`config.mk`:
```
export PLATFORM = sky130hd
export DESIGN_NAME = aoc_output_config
export DESIGN_NICKNAME = d
export VERILOG_FILES = /design/src/hw/aoc_pkg.sv /design/src/hw/aoc_output_config.sv /design/src/hw/aoc_phase_sel.sv
export SDC_FILE = /design/constraint.sdc
export NUM_CORES = 1
export LEC_CHECK = 0
export BUFFER_PORTS_ARGS = -buffer_cell sky130_fd_sc_hd__buf_2
export CAP_MARGIN = 20
export CORE_MARGIN = 4
export CORE_UTILIZATION = 49
export CTS_CLUSTER_SIZE = 14
export DETAILED_ROUTE_END_ITERATION = 12
export PLACE_DENSITY_LB_ADDON = 0.05
export SYNTH_ARGS = -nofsm -noshare
export SYNTH_HDL_FRONTEND = slang
export SYNTH_SLANG_ARGS = --single-unit
```
`constraint.sdc`:
```
create_clock -name clk -period 2.6 [get_ports clk]
set_clock_uncertainty 0.2 [all_clocks]
set_input_delay 0.39 -clock clk [delete_from_list [all_inputs] [get_ports clk]]
set_output_delay 0.39 -clock clk [all_outputs]
set_load 0.1 [all_outputs]
```
`src/hw/aoc_pkg.sv`:
```
package aoc_pkg;

    // ------------------------------------------------------------
    // Register offsets
    // ------------------------------------------------------------
    localparam logic [12:0] ADDR_DRIVE = 13'h0015;
    localparam logic [12:0] ADDR_PHASE = 13'h0016;
    localparam logic [12:0] ADDR_DELAY = 13'h0017;
    localparam logic [12:0] ADDR_PAT1_LO = 13'h0019;
    localparam logic [12:0] ADDR_PAT1_HI = 13'h001a;
    localparam logic [12:0] ADDR_PAT2_LO = 13'h001b;
    localparam logic [12:0] ADDR_PAT2_HI = 13'h001c;
    localparam logic [12:0] ADDR_PIN_FUNC = 13'h002a;
    localparam logic [12:0] ADDR_LOW_RATE = 13'h0101;

    // ------------------------------------------------------------
    // Values after reset and implemented-bit masks
    // ------------------------------------------------------------
    localparam logic [7:0] RST_DRIVE = 8'h22;
    localparam logic [7:0] RST_PHASE = 8'h00;
    localparam logic [7:0] RST_DELAY = 8'h00;
    localparam logic [7:0] RST_PATTERN = 8'h00;
    localparam logic [7:0] RST_PIN_FUNC = 8'h01;
    localparam logic [7:0] RST_LOW_RATE = 8'h08;
    localparam logic [7:0] MASK_PHASE = 8'h87;
    localparam logic [7:0] MASK_DELAY = 8'ha7;
    localparam logic [7:0] MASK_PIN_FUNC = 8'h01;
    localparam logic [7:0] MASK_LOW_RATE = 8'h0d;

    // ------------------------------------------------------------
    // Field positions
    // ------------------------------------------------------------
    localparam int DRV_CLK_3V3 = 6;
    localparam int DRV_CLK_1V8 = 4;
    localparam int DRV_DATA_3V3 = 2;
    localparam int DRV_DATA_1V8 = 0;
    localparam int PH_POLARITY = 7;
    localparam int DLY_CLK_EN = 7;
    localparam int DLY_DATA_EN = 5;
    localparam int PIN_OVERRANGE = 0;
    localparam int LR_DETECT_EN = 3;
    localparam int LR_RUN = 2;
    localparam int LR_PULLDOWN_OFF = 0;

    // ------------------------------------------------------------
    // Timing constants
    // ------------------------------------------------------------
    localparam logic [12:0] DELAY_STEP_PS = 13'd560;
    localparam int HIST_TAPS = 8;

    typedef struct packed {
        logic [7:0] drive;
        logic [7:0] phase;
        logic [7:0] delay;
        logic [7:0] pat1_lo;
        logic [7:0] pat1_hi;
        logic [7:0] pat2_lo;
        logic [7:0] pat2_hi;
        logic [7:0] pin_func;
        logic [7:0] low_rate;
    } aoc_regs_t;

    typedef struct packed {
        aoc_regs_t regs;
        logic [7:0] rdata;
        logic rvalid;
        logic [1:0] pin_sync;
        logic [1:0] slow_sync;
        logic mode_in;
        logic pin_out;
        logic pin_oe;
        logic osc_on;
        logic out_clk;
        logic sample_strobe;
        logic [2:0] clk_stripes;
        logic [2:0] data_stripes;
        logic [12:0] clk_delay_ps;
        logic [12:0] data_delay_ps;
    } aoc_state_t;

    typedef struct packed {
        logic [2:0] cnt;
        logic [5:0] hist;
        logic sample_en;
        logic out_en;
    } aoc_phase_state_t;

endpackage

```
`src/hw/aoc_output_config.sv`:
```
//
// Behaviour
// - Two-bit drive codes for data and clock outputs select one to four stripes.
// - Three-bit phase field gives input clock cycles of output clock delay.
// - Divided clock: phase picks divider output phase; sampling strobe stays unaffected.
// - Clock and data delay enables share a three-bit code, 0.56 to 4.48 ns.
// - First user pattern is low byte 0x19 and high byte 0x1A, reset zero.
// - Second user pattern is low byte 0x1B and high byte 0x1C, reset zero.
// - Pin function bit 0 selects mode input or overrange output, overrange at reset.
// - Low rate control resets to 0x08, slow clock detection enabled.
// - Run bit forces the low rate oscillator on, overriding the detector.
// - Bit 0 of low rate control disables the serial data pin pull-down.
//
`timescale 1ns/1ps
`default_nettype none
module aoc_output_config
    import aoc_pkg::*;
(
    input wire logic clk,
    input wire logic rst,
    input wire logic reg_wr,
    input wire logic reg_rd,
    input wire logic [12:0] reg_addr,
    input wire logic [7:0] reg_wdata,
    output logic [7:0] reg_rdata,
    output logic reg_rvalid,
    input wire logic [2:0] div_ratio,
    input wire logic io_supply_1v8,
    input wire logic overrange,
    input wire logic slow_clock_detected,
    input wire logic pin_in,
    output logic pin_out,
    output logic pin_oe,
    output logic mode_in,
    output logic sample_strobe,
    output logic output_sample_clock,
    output logic [2:0] clk_drive_stripes,
    output logic [2:0] data_drive_stripes,
    output logic [12:0] clk_delay_ps,
    output logic [12:0] data_delay_ps,
    output logic [15:0] pattern_one,
    output logic [15:0] pattern_two,
    output logic detect_enable,
    output logic low_rate_oscillator,
    output logic sdio_pulldown_en
);

    aoc_state_t st;
    aoc_state_t next_st;
    logic ph_sample;
    logic ph_out;

    // ------------------------------------------------------------
    // Helpers
    // ------------------------------------------------------------
    function automatic logic [2:0] stripes(input logic [1:0] code);
        return {1'b0, code} + 3'h1;
    endfunction

    function automatic logic [12:0] delay_ps(input logic en, input logic [2:0] code);
        logic [12:0] steps;
        steps = {10'h000, code} + 13'h0001;
        return en ? 13'(steps * DELAY_STEP_PS) : 13'h0000;
    endfunction

    function automatic logic [7:0] read_reg(input aoc_regs_t r, input logic [12:0] a);
        case (a)
            ADDR_DRIVE: read_reg = r.drive;
            ADDR_PHASE: read_reg = r.phase;
            ADDR_DELAY: read_reg = r.delay;
            ADDR_PAT1_LO: read_reg = r.pat1_lo;
            ADDR_PAT1_HI: read_reg = r.pat1_hi;
            ADDR_PAT2_LO: read_reg = r.pat2_lo;
            ADDR_PAT2_HI: read_reg = r.pat2_hi;
            ADDR_PIN_FUNC: read_reg = r.pin_func;
            ADDR_LOW_RATE: read_reg = r.low_rate;
            default: read_reg = 8'h00;
        endcase
    endfunction

    // ------------------------------------------------------------
    // Clock phase selection
    // ------------------------------------------------------------
    aoc_phase_sel u_phase (
        .clk(clk),
        .rst(rst),
        .div_ratio(div_ratio),
        .phase(st.regs.phase[2:0]),
        .sample_en(ph_sample),
        .out_en(ph_out)
    );

    // ------------------------------------------------------------
    // Next state
    // ------------------------------------------------------------
    always_comb begin
        next_st = st;
        // Registers keep their value unless the exact offset is written.
        if (reg_wr) begin
            case (reg_addr)
                ADDR_DRIVE: next_st.regs.drive = reg_wdata;
                ADDR_PHASE: next_st.regs.phase = reg_wdata & MASK_PHASE;
                ADDR_DELAY: next_st.regs.delay = reg_wdata & MASK_DELAY;
                ADDR_PAT1_LO: next_st.regs.pat1_lo = reg_wdata;
                ADDR_PAT1_HI: next_st.regs.pat1_hi = reg_wdata;
                ADDR_PAT2_LO: next_st.regs.pat2_lo = reg_wdata;
                ADDR_PAT2_HI: next_st.regs.pat2_hi = reg_wdata;
                ADDR_PIN_FUNC: next_st.regs.pin_func = reg_wdata & MASK_PIN_FUNC;
                ADDR_LOW_RATE: next_st.regs.low_rate = reg_wdata & MASK_LOW_RATE;
                default: next_st.regs = st.regs;
            endcase
        end
        // A read in the same cycle as a write returns the old value.
        next_st.rvalid = reg_rd;
        next_st.rdata = reg_rd ? read_reg(st.regs, reg_addr) : 8'h00;

        // Both pin-side inputs are asynchronous to clk.
        next_st.pin_sync = {st.pin_sync[0], pin_in};
        next_st.slow_sync = {st.slow_sync[0], slow_clock_detected};

        // Pin drives overrange when the bit is set, else it is sampled as mode.
        next_st.pin_oe = st.regs.pin_func[PIN_OVERRANGE];
        next_st.pin_out = st.regs.pin_func[PIN_OVERRANGE] & overrange;
        next_st.mode_in = ~st.regs.pin_func[PIN_OVERRANGE] & st.pin_sync[1];

        // Run forces the oscillator on whatever the detector says.
        next_st.osc_on = st.regs.low_rate[LR_RUN] | (st.regs.low_rate[LR_DETECT_EN] & st.slow_sync[1]);

        next_st.sample_strobe = ph_sample;
        next_st.out_clk = ph_out ^ st.regs.phase[PH_POLARITY];

        // Supply selects which pair of drive fields is in force.
        if (io_supply_1v8) begin
            next_st.clk_stripes = stripes(st.regs.drive[DRV_CLK_1V8 +: 2]);
            next_st.data_stripes = stripes(st.regs.drive[DRV_DATA_1V8 +: 2]);
        end else begin
            next_st.clk_stripes = stripes(st.regs.drive[DRV_CLK_3V3 +: 2]);
            next_st.data_stripes = stripes(st.regs.drive[DRV_DATA_3V3 +: 2]);
        end

        // Fine delay only retimes the pads; the sampling strobe never sees it.
        next_st.clk_delay_ps = delay_ps(st.regs.delay[DLY_CLK_EN], st.regs.delay[2:0]);
        next_st.data_delay_ps = delay_ps(st.regs.delay[DLY_DATA_EN], st.regs.delay[2:0]);
    end

    // ------------------------------------------------------------
    // State register
    // ------------------------------------------------------------
    always_ff @(posedge clk) begin
        if (rst) begin
            st <= '0;
            st.regs.drive <= RST_DRIVE;
            st.regs.phase <= RST_PHASE;
            st.regs.delay <= RST_DELAY;
            st.regs.pat1_lo <= RST_PATTERN;
            st.regs.pat1_hi <= RST_PATTERN;
            st.regs.pat2_lo <= RST_PATTERN;
            st.regs.pat2_hi <= RST_PATTERN;
            st.regs.pin_func <= RST_PIN_FUNC;
            st.regs.low_rate <= RST_LOW_RATE;
            st.clk_stripes <= 3'h1;
            st.data_stripes <= 3'h1;
        end else begin
            st <= next_st;
        end
    end

    assign reg_rdata = st.rdata;
    assign reg_rvalid = st.rvalid;
    assign pin_out = st.pin_out;
    assign pin_oe = st.pin_oe;
    assign mode_in = st.mode_in;
    assign sample_strobe = st.sample_strobe;
    assign output_sample_clock = st.out_clk;
    assign clk_drive_stripes = st.clk_stripes;
    assign data_drive_stripes = st.data_stripes;
    assign clk_delay_ps = st.clk_delay_ps;
    assign data_delay_ps = st.data_delay_ps;
    assign pattern_one = {st.regs.pat1_hi, st.regs.pat1_lo};
    assign pattern_two = {st.regs.pat2_hi, st.regs.pat2_lo};
    assign detect_enable = st.regs.low_rate[LR_DETECT_EN];
    assign low_rate_oscillator = st.osc_on;
    assign sdio_pulldown_en = ~st.regs.low_rate[LR_PULLDOWN_OFF];
endmodule // aoc_output_config
`default_nettype wire

```
`src/hw/aoc_phase_sel.sv`:
```
`timescale 1ns/1ps
`default_nettype none
module aoc_phase_sel
    import aoc_pkg::*;
(
    input wire logic clk,
    input wire logic rst,
    input wire logic [2:0] div_ratio,
    input wire logic [2:0] phase,
    output logic sample_en,
    output logic out_en
);

    aoc_phase_state_t st;
    aoc_phase_state_t next_st;
    logic [HIST_TAPS-1:0] taps;
    logic next_sample;

    // ------------------------------------------------------------
    // Divider and phase tap
    // ------------------------------------------------------------
    always_comb begin
        next_st = st;
        next_sample = (st.cnt == div_ratio);
        next_st.cnt = next_sample ? 3'h0 : st.cnt + 3'h1;
        // Sampling strobe never depends on the phase setting.
        next_st.sample_en = next_sample;
        next_st.hist = {st.hist[4:0], st.sample_en};
        taps = {st.hist, st.sample_en, next_sample};
        // Output strobe lags the sampling strobe by phase input cycles.
        next_st.out_en = taps[phase];
    end

    always_ff @(posedge clk) begin
        if (rst) begin
            st <= '0;
        end else begin
            st <= next_st;
        end
    end

    assign sample_en = st.sample_en;
    assign out_en = st.out_en;
endmodule // aoc_phase_sel
`default_nettype wire

```
==> qor.txt, run 1 <==
initial core utilization: 0.505
site row count: 37
crit path launch type: register
PostCTS Resize Cnt: 0
Layout area overhead: 7.15%
multi-input combinational cell area: 2350 um2
Synth Cell Area: 5230 um2
antenna-violating nets left: 0
Fin. Hold Viols: 0
hold path startpoint: overrange
FFs w/ async S/R, synth: 0
detailed-route wire length: 13700 um
remaining routing DRC violations: 0
Setup crit start: st[99]
total power: 3010 uW
total core area: 10400 um2
clock tree buffer depth: 2
relative slew slack: 0.616
Hold Buf Count CTS: 0
PwrDens: 536 nW/um2
crit path to: data_delay_ps[11]
r2r endpoint: data_delay_ps[11]
TritonCTS buffer count: 9
Post-Syn Area per Cell: 8.88 um2
clock-pin slew on the worst setup and hold paths: 0.10 ns
Initial DRC Count: 272
DIE AREA: 12400 um2
clock latency at the later pin of the worst-skew pair: 0.37 ns
Post-synth EDFFs: 0
layout net count: 666
Synth Register Bits: 106
Max Slew Vio Count: 0
period utilisation layout: 0.875
Hold WC Path Type: in2reg
vias per std cell: 5.61
detailed placer's ending HPWL: 9830 um
Ports: 113
critical path class: reg2reg
worst-margin pin slew: 0.575 ns
flop2flop setup slack: 0.32 ns
IO Port Bufs: 104
vias: 4273
routed len/inst: 18.0 um
post-CTS setup buffer count: 0
FF/Latch Area: 2120 um2
chip width: 111 um
first-pass GRT wire length: 21600 um
minimum clock period: 2.28 ns
All-Layer GR Usage: 0.218
pin count of the biggest net entering global routing: 41
fmax: 439 MHz
First-pass DRT Iterations: 5
commonest non-fill, non-tap cell in the layout: dfxtp_1
antenna violations before repair: 0
peak fanout along the critical path: 4
RD Place Congestion: 0.843
fillcell total: 988
clk root buf: clkbuf_8
commonest register cell after synthesis: dfxtp_1
reg2reg start: st[99]
CTS tree: done
Post-Syn Instances: 589
Synthesis Warnings: 0
sequential area share after synthesis: 0.406
status: finished, final reports clean
layout cell share with drive strength beyond 1: 0.253
vias in the first global route: 4001
Critical Path Sink Type: register
Yosys cell types: 59
WP data required: 2.65 ns
clk sinks: 106
max-capacitance violation count: 0
worst vdd ir: 0.319 mV
Arr. time, crit path: 2.33 ns
Final Setup Violations: 0
ANT cells: 0
RSZ-0062 raised after global routing: no
reg2reg path depth: 10
CTS H-Tree Depth: 3
total grt overflow: 0
Leakage: 0.00225 uW
most frequent cells in the layout: dfxtp_1, buf_2, a21oi_1
Die H: 111 um
Final TNS setup: 0 ns
## sequential cells by signal, indices dropped and copies added (netlist names), 3 cells and up
register	cells
clk_drive_stripes	3
st	21
u_phase.next_st	5
data_delay_ps	9
pattern_two	16
pattern_one	16
next_st	3
u_phase.st	4
clk_delay_ps	9
reg_rdata	8
data_drive_stripes	3
## report_power, final
group	switching, uW	internal [uW]
combinational	233	78.4
clock	572	474
sequential	8.52	1640
total	813	2190
## routing by layer
layer	global-route usage	wire, um	part of all wire	vias up
met5	0	0	0	-
li1	-	-	-	2064
met2	0.328	6080	0.44	163
met4	0.0624	211	0.015	0
met3	0.0484	1020	0.075	17
met1	0.315	6350	0.46	2029
## cell usage after synthesis (3+ instances only)
master / n / share of area
nor4bb_1: 4 / 0.0077
a221oi_1: 3 / 0.0050
buf_2: 6 / 0.0057
nand2b_1: 7 / 0.0084
mux2i_1: 10 / 0.019
xnor2_1: 8 / 0.013
nand4bb_1: 4 / 0.0086
nor2b_1: 19 / 0.023
a22o_1: 5 / 0.0084
nand3b_1: 11 / 0.016
nand3_1: 48 / 0.046
buf_4: 72 / 0.10
o21ai_0: 17 / 0.016
a21oi_1: 58 / 0.055
mux2_2: 3 / 0.0065
nor4_4: 3 / 0.012
a31oi_1: 3 / 0.0036
nand4_1: 10 / 0.012
clkbuf_1: 28 / 0.020
o21ai_1: 38 / 0.036
nor3_1: 5 / 0.0048
buf_6: 5 / 0.011
nor2_1: 27 / 0.019
a211oi_1: 5 / 0.0072
nand2_1: 16 / 0.011
dfxtp_1: 106 / 0.41
a31o_1: 3 / 0.0050
ha_1: 13 / 0.031
inv_1: 10 / 0.0072
## how the worst min path moves through the flow
stage | to | cells past startpoint | slack [ns]
2_1_floorplan | st[39] | 1 | 0.21
3_3_place_gp | st[41] | 1 | 0.22
3_5_place_dp | st[41] | 1 | 0.24
4_1_cts | pin_out | 2 | 0.002
5_1_grt | pin_out | 2 | 0.008
6_report | pin_out | 2 | 0.02
## metrics by stage
stage | worst slack [ns] | instances | area, um2 | hold slack [ns] | utilization
finish | 0.324 | 761 | 5610 | 0.0175 | 0.541
CTS | 0.309 | 761 | 5610 | 0.00181 | 0.541
global placement | 0.365 | 746 | 5410 | 0.218 | 0.521
floorplan | 0.178 | 596 | 5260 | 0.214 | -
global route | 0.184 | 761 | 5610 | 0.00787 | 0.541
detailed placement | 0.328 | 746 | 5410 | 0.240 | 0.521
## logic make-up (layout without fill, tap and decap cells)
family                   Yosys count  in the layout  share of synthesized area
XOR/XNOR                          10             10                     0.0167
flip-flops                       106            106                      0.406
multiplexers                      14             14                     0.0299
AND/OR/NAND/NOR                  171            171                      0.200
buffers and inverters            125            154                      0.150
other                              1              8                   0.000717
AO/OA/AOI/OAI                    149            149                      0.166
adder cells (fa/ha/maj)           13             13                     0.0311
## area by class of cell
cell class              instances  area share
repair buffers                127       0.128
well taps                     136      0.0304
flip-flops and latches        106       0.378
inverters                      12     0.00803
clock inverters                 5      0.0109
multi-input cells             365       0.420
clock buffers                  10      0.0245
## critical path: stages (launching register included)
cell	delay (ns)
dfxtp_1	0.35
ha_1	0.22
xnor2_1	0.17
inv_1	0.07
ha_1	0.28
ha_1	0.20
ha_1	0.21
a41o_1	0.21
nand2_1	0.06
a31o_1	0.16
nor2_1	0.05
(Power assumes the default switching activity.)
==> run 2: changes to the inputs <==
- RECOVER_POWER: not set -> 25
==> run 2 against run 1 <==
Effect of this change: the flow now finishes with violations (capacitance limit, slew limit); critical path type unchanged; largest power group unchanged; sequential share of layout area is 0.14 points higher; clock-buffer cell count stayed put; power barely moved; die area unchanged; critical path depth stayed put.
==> qor.txt, run 2 (synthesis gave the netlist of run 1 again) <==
vias: 4290 (+0.40%)
clk sinks: 106 (unchanged)
fillcell total: 993 (+0.51%)
RD Place Congestion: 0.843 (unchanged)
peak fanout along the critical path: 4 (unchanged)
slowest stage cell, crit path: dfxtp_1
vias in the first global route: 4001 (unchanged)
crit path launch type: register
most frequent cells in the layout: dfxtp_1, buf_2, a21oi_1
IO Port Bufs: 104 (unchanged)
PwrDens: 538 nW/um2 (+0.42%)
FF/Latch Area: 2120 um2 (unchanged)
Hold Buf Count CTS: 0 (unchanged)
clock latency at the later pin of the worst-skew pair: 0.37 ns (about the same)
most used cell along the critical path: ha_1
r2r endpoint: data_delay_ps[11]
First-pass DRT Iterations: 5 (unchanged)
remaining routing DRC violations: 0 (unchanged)
chip width: 111 um (unchanged)
Die H: 111 um (unchanged)
period utilisation layout: 0.876 (+0.00107)
Fin. Hold Viols: 0 (unchanged)
crit-path cells: ha_1, xnor2_1, inv_1, ha_1, ha_1, ha_1, a41o_1, nand2_1, a31o_1, nor2_1
Final TNS setup: 0 ns (unchanged)
CTS H-Tree Depth: 3 (unchanged)
Largest Register: st
hold path startpoint: overrange
PostCTS Resize Cnt: 0 (unchanged)
Hold WC Path Type: in2reg
initial core utilization: 0.505 (unchanged)
Hold Crit Depth: 2 (unchanged)
first-pass GRT wire length: 21600 um (unchanged)
clock-pin slew on the worst setup and hold paths: 0.10 ns (about the same)
layout net count: 666 (unchanged)
Final Setup Violations: 0 (unchanged)
layout cell share with drive strength beyond 1: 0.234 (-0.0192)
Layout area overhead: 6.77%
Worst Path Buf+Inv: 1 (unchanged)
Worst path max stage delay: 0.35 ns (about the same)
Max Slew Vio Count: 41 (+41)
WP data required: 2.65 ns (about the same)
antenna violations before repair: 0 (unchanged)
detailed-route wire length: 13700 um (+0.40%)
post-CTS setup buffer count: 0 (unchanged)
worst vdd ir: 0.318 mV (about the same)
detailed placer's ending HPWL: 9830 um (unchanged)
DIE AREA: 12400 um2 (unchanged)
fmax: 439 MHz (-0.12%)
pin count of the biggest net entering global routing: 41 (unchanged)
minimum clock period: 2.28 ns (+0.00278 ns)
vias per std cell: 5.64 (+0.40%)
Critical Path Sink Type: register
critical path class: reg2reg
total power: 3010 uW (about the same)
reg2reg start: st[99]
All-Layer GR Usage: 0.218 (unchanged)
max-capacitance violation count: 1 (+1)
Initial DRC Count: 272 (unchanged)
worst-margin pin slew: 1.69 ns (+1.12 ns)
relative slew slack: -0.128 (-0.744)
total core area: 10400 um2 (unchanged)
max FFs per register: 21 (unchanged)
multi-input combinational cell area: 2350 um2 (unchanged)
violated checks: capacitance limit, slew limit
ANT cells: 0 (unchanged)
Worst Hold Endpoint: pin_out
critical path's top delay family: adder cells
clk root buf: clkbuf_8
antenna-violating nets left: 0 (unchanged)
clock tree buffer depth: 2 (unchanged)
Leakage: 0.00220 uW (-2.2%)
TritonCTS buffer count: 9 (unchanged)
total grt overflow: 0 (unchanged)
commonest non-fill, non-tap cell in the layout: dfxtp_1
status: finished with violations
Arr. time, crit path: 2.33 ns (about the same)
flop2flop setup slack: 0.32 ns (about the same)
routed len/inst: 18.0 um (+0.40%)
RSZ-0062 raised after global routing: no
Ports: 113 (unchanged)
post-layout util: 0.539 (-0.00193)
CTS tree: done
reg2reg path depth: 10 (unchanged)
site row count: 37 (unchanged)
Worst Hold Slack: 0.0202 ns (+0.00267 ns)
==> run 2: cell count changes in the layout (fill, tap and decap cells not counted), sizes merged <==
cell    change
clkbuf     +12
buf        -12
==> run 2: layer usage <==
| metal | vias to the layer above | GRT usage | part of all wire |
|---|---|---|---|
| met3 | 18 | 0.0484 | 0.065 |
| li1 | 2064 | - | - |
| met5 | - | 0 | 0 |
| met1 | 2064 | 0.315 | 0.47 |
| met4 | 0 | 0.0624 | 0.016 |
| met2 | 144 | 0.328 | 0.45 |
==> run 2: cell type report <==
type / count / area share
Inverter: 12 / 0.00806
Sequential cell: 106 / 0.380
Timing Repair Buffer: 127 / 0.125
Clock buffer: 10 / 0.0246
Clock inverter: 5 / 0.0110
Multi-Input combinational cell: 365 / 0.421
Tap cell: 136 / 0.0305
==> run 2: worst max path at each step <==
stage / start / to / slack (ns) / cells past startpoint
detailed placement: st[99] / data_delay_ps[11] / 0.33 / 10
floorplan: st[100] / clk_delay_ps[11] / 0.18 / 10
global placement: reg_addr[5] / st[104] / 0.36 / 6
finish: st[99] / data_delay_ps[11] / 0.32 / 10
CTS: st[99] / data_delay_ps[11] / 0.31 / 10
global route: st[99] / data_delay_ps[9] / 0.18 / 9
==> run 2: worst reg2reg max path, stage by stage (launching register included) <==
cell	delay (ns)
dfxtp_1	0.35
ha_1	0.22
xnor2_1	0.17
inv_1	0.07
ha_1	0.28
ha_1	0.20
ha_1	0.20
a41o_1	0.21
nand2_1	0.06
a31o_1	0.16
nor2_1	0.04
==> run 2: stage by stage <==
stage / instance area, um2 / std cells / worst slack (ns)
detailed placement: 5410 / 746 / 0.328
global route: 5590 / 761 / 0.184
CTS: 5610 / 761 / 0.309
floorplan: 5260 / 596 / 0.178
global placement: 5410 / 746 / 0.365
finish: 5590 / 761 / 0.322
==> run 2: power by group <==
part	switching [uW]	total, uW	internal, uW
clock network	575	1050	474
registers	8.51	1650	1640
logic	233	310	77.0
total	817	3010	2190
==> run 3: changes to the inputs <==
- PLACE_DENSITY: not set -> 0.79
- PLACE_DENSITY_LB_ADDON: 0.05 -> not set
- SKIP_CTS_REPAIR_TIMING: not set -> 1
==> run 3 against run 2 <==
Effect of this change: the flow now finishes without violations; clock power is 11% lower; register-to-register slack worse by 0.21 ns; design area decreased by 0.69%; power fell by 3.8%; sequential share of layout area grew 0.27 points; clock-buffer cell count unchanged; critical path depth unchanged; die area is the same; combinational power about the same; routed wire length decreased by 2.6%; first-iteration DRC count up 56%; sequential cell count stayed put; largest power group unchanged; highest routed layer unchanged.
==> qor.txt, run 3 (synthesis gave the netlist of run 1 again) <==
Arr. time, crit path: 2.54 ns (+0.21 ns)
First-pass DRT Iterations: 8 (+3)
Die H: 111 um (unchanged)
Hold WC Path Type: in2reg
RSZ-0062 raised after global routing: no
Layout area overhead: 6.03%
worst-margin pin slew: 1.18 ns (-0.517 ns)
peak fanout along the critical path: 9 (+5)
Fin. Hold Viols: 0 (unchanged)
vias in the first global route: 4325 (+8.1%)
Ports: 113 (unchanged)
Setup crit start: st[99]
post-layout util: 0.535 (-0.00374)
relative slew slack: 0.220 (+0.348)
Final TNS setup: 0 ns (unchanged)
clk sinks: 106 (unchanged)
Critical Path Sink Type: register
worst vdd ir: 0.219 mV (-31%)
TritonCTS buffer count: 9 (unchanged)
total grt overflow: 0 (unchanged)
clk root buf: clkbuf_8
antenna violations before repair: 0 (unchanged)
reg2reg start: st[99]
Leakage: 0.00216 uW (-1.5%)
chip width: 111 um (unchanged)
period utilisation layout: 0.956 (+0.0795)
hold path startpoint: slow_clock_detected
vias per std cell: 5.82 (+3.2%)
site row count: 37 (unchanged)
DIE AREA: 12400 um2 (unchanged)
initial core utilization: 0.505 (unchanged)
layout cell share with drive strength beyond 1: 0.227 (-0.00640)
fin cells: 761 (unchanged)
max FFs per register: 21 (unchanged)
antenna-violating nets left: 0 (unchanged)
Post-Place Cells: 743 (-0.40%)
CTS H-Tree Depth: 3 (unchanged)
pin count of the biggest net entering global routing: 51 (+24%)
status: finished, final reports clean
IO Port Bufs: 104 (unchanged)
clock-pin slew on the worst setup and hold paths: 0.10 ns (about the same)
clock latency at the later pin of the worst-skew pair: 0.38 ns (about the same)
Final Setup Violations: 0 (unchanged)
WP data required: 2.66 ns (about the same)
fillcell total: 970 (-2.3%)
crit path launch type: register
detailed-route wire length: 13400 um (-2.6%)
Max Slew Vio Count: 0 (-100%)
remaining routing DRC violations: 0 (unchanged)
ANT cells: 0 (unchanged)
critical path class: reg2reg
PwrDens: 522 nW/um2 (-3.1%)
routed len/inst: 17.6 um (-2.6%)
RD Place Congestion: 0.897 (+6.3%)
CTS tree: done
All-Layer GR Usage: 0.211 (-0.00647)
Initial DRC Count: 423 (+56%)
vias: 4429 (+3.2%)
total core area: 10400 um2 (unchanged)
minimum clock period: 2.49 ns (+0.207 ns)
Largest Register: st
max-capacitance violation count: 0 (-1)
most frequent cells in the layout: dfxtp_1, buf_2, a21oi_1
layout net count: 665 (-0.15%)
clock tree buffer depth: 2 (unchanged)
commonest non-fill, non-tap cell in the layout: dfxtp_1
detailed placer's ending HPWL: 9640 um (-1.9%)
first-pass GRT wire length: 21500 um (-0.64%)
fmax: 402 MHz (-8.3%)
## run 3: critical path, stage by stage (launching register included)
cell,delay (ns)
dfxtp_1,0.52
ha_1,0.22
xnor2_1,0.13
inv_1,0.07
ha_1,0.29
ha_1,0.22
ha_1,0.23
a41o_1,0.22
nand2_1,0.07
a31o_1,0.17
nor2_1,0.05
## run 3: worst paths after layout
check / to / slack (ns) / cells past startpoint
hold reg to reg: st[41] / 0.26 / 1
setup reg to reg: data_delay_ps[11] / 0.11 / 10
setup / recovery: data_delay_ps[11] / 0.11 / 10
hold / removal: next_st[39] / 0.03 / 2
## run 3: power by group
group | total (uW) | internal (uW) | switching, uW
clock network | 939 | 361 | 578
logic | 307 | 76.7 | 230
registers | 1650 | 1640 | 8.48
total | 2890 | 2080 | 816
## run 3: routing by layer
layer / part of all wire / vias up / global-route usage
met2: 0.46 / 222 / 0.341
met1: 0.43 / 2099 / 0.271
met4: 0.026 / 0 / 0.0827
met5: 0 / - / 0
li1: - / 2074 / -
met3: 0.082 / 34 / 0.0560
## run 3: final cells by class
cell class | instances | area [um2] | share of cell area
multi-input combinational | 365 | 2350 | 0.424
sequential | 106 | 2120 | 0.382
timing repair buffer | 126 | 682 | 0.123
tap | 136 | 170 | 0.0307
clock buffer | 10 | 128 | 0.0230
clock inverter | 6 | 48.8 | 0.00880
inverter | 12 | 45.0 | 0.00812
## run 3: metrics by stage
step / hold WS, ns / power, uW / setup WS, ns / instance area, um2
2_1_floorplan: 0.214 / 1910 / 0.178 / 5260
3_3_place_gp: 0.217 / 1980 / 0.285 / 5370
3_5_place_dp: 0.241 / 1990 / 0.150 / 5370
4_1_cts: -0.00404 / 2910 / 0.118 / 5550
5_1_grt: 0.0197 / 3000 / 0.0154 / 5550
6_report: 0.0336 / 2890 / 0.115 / 5550
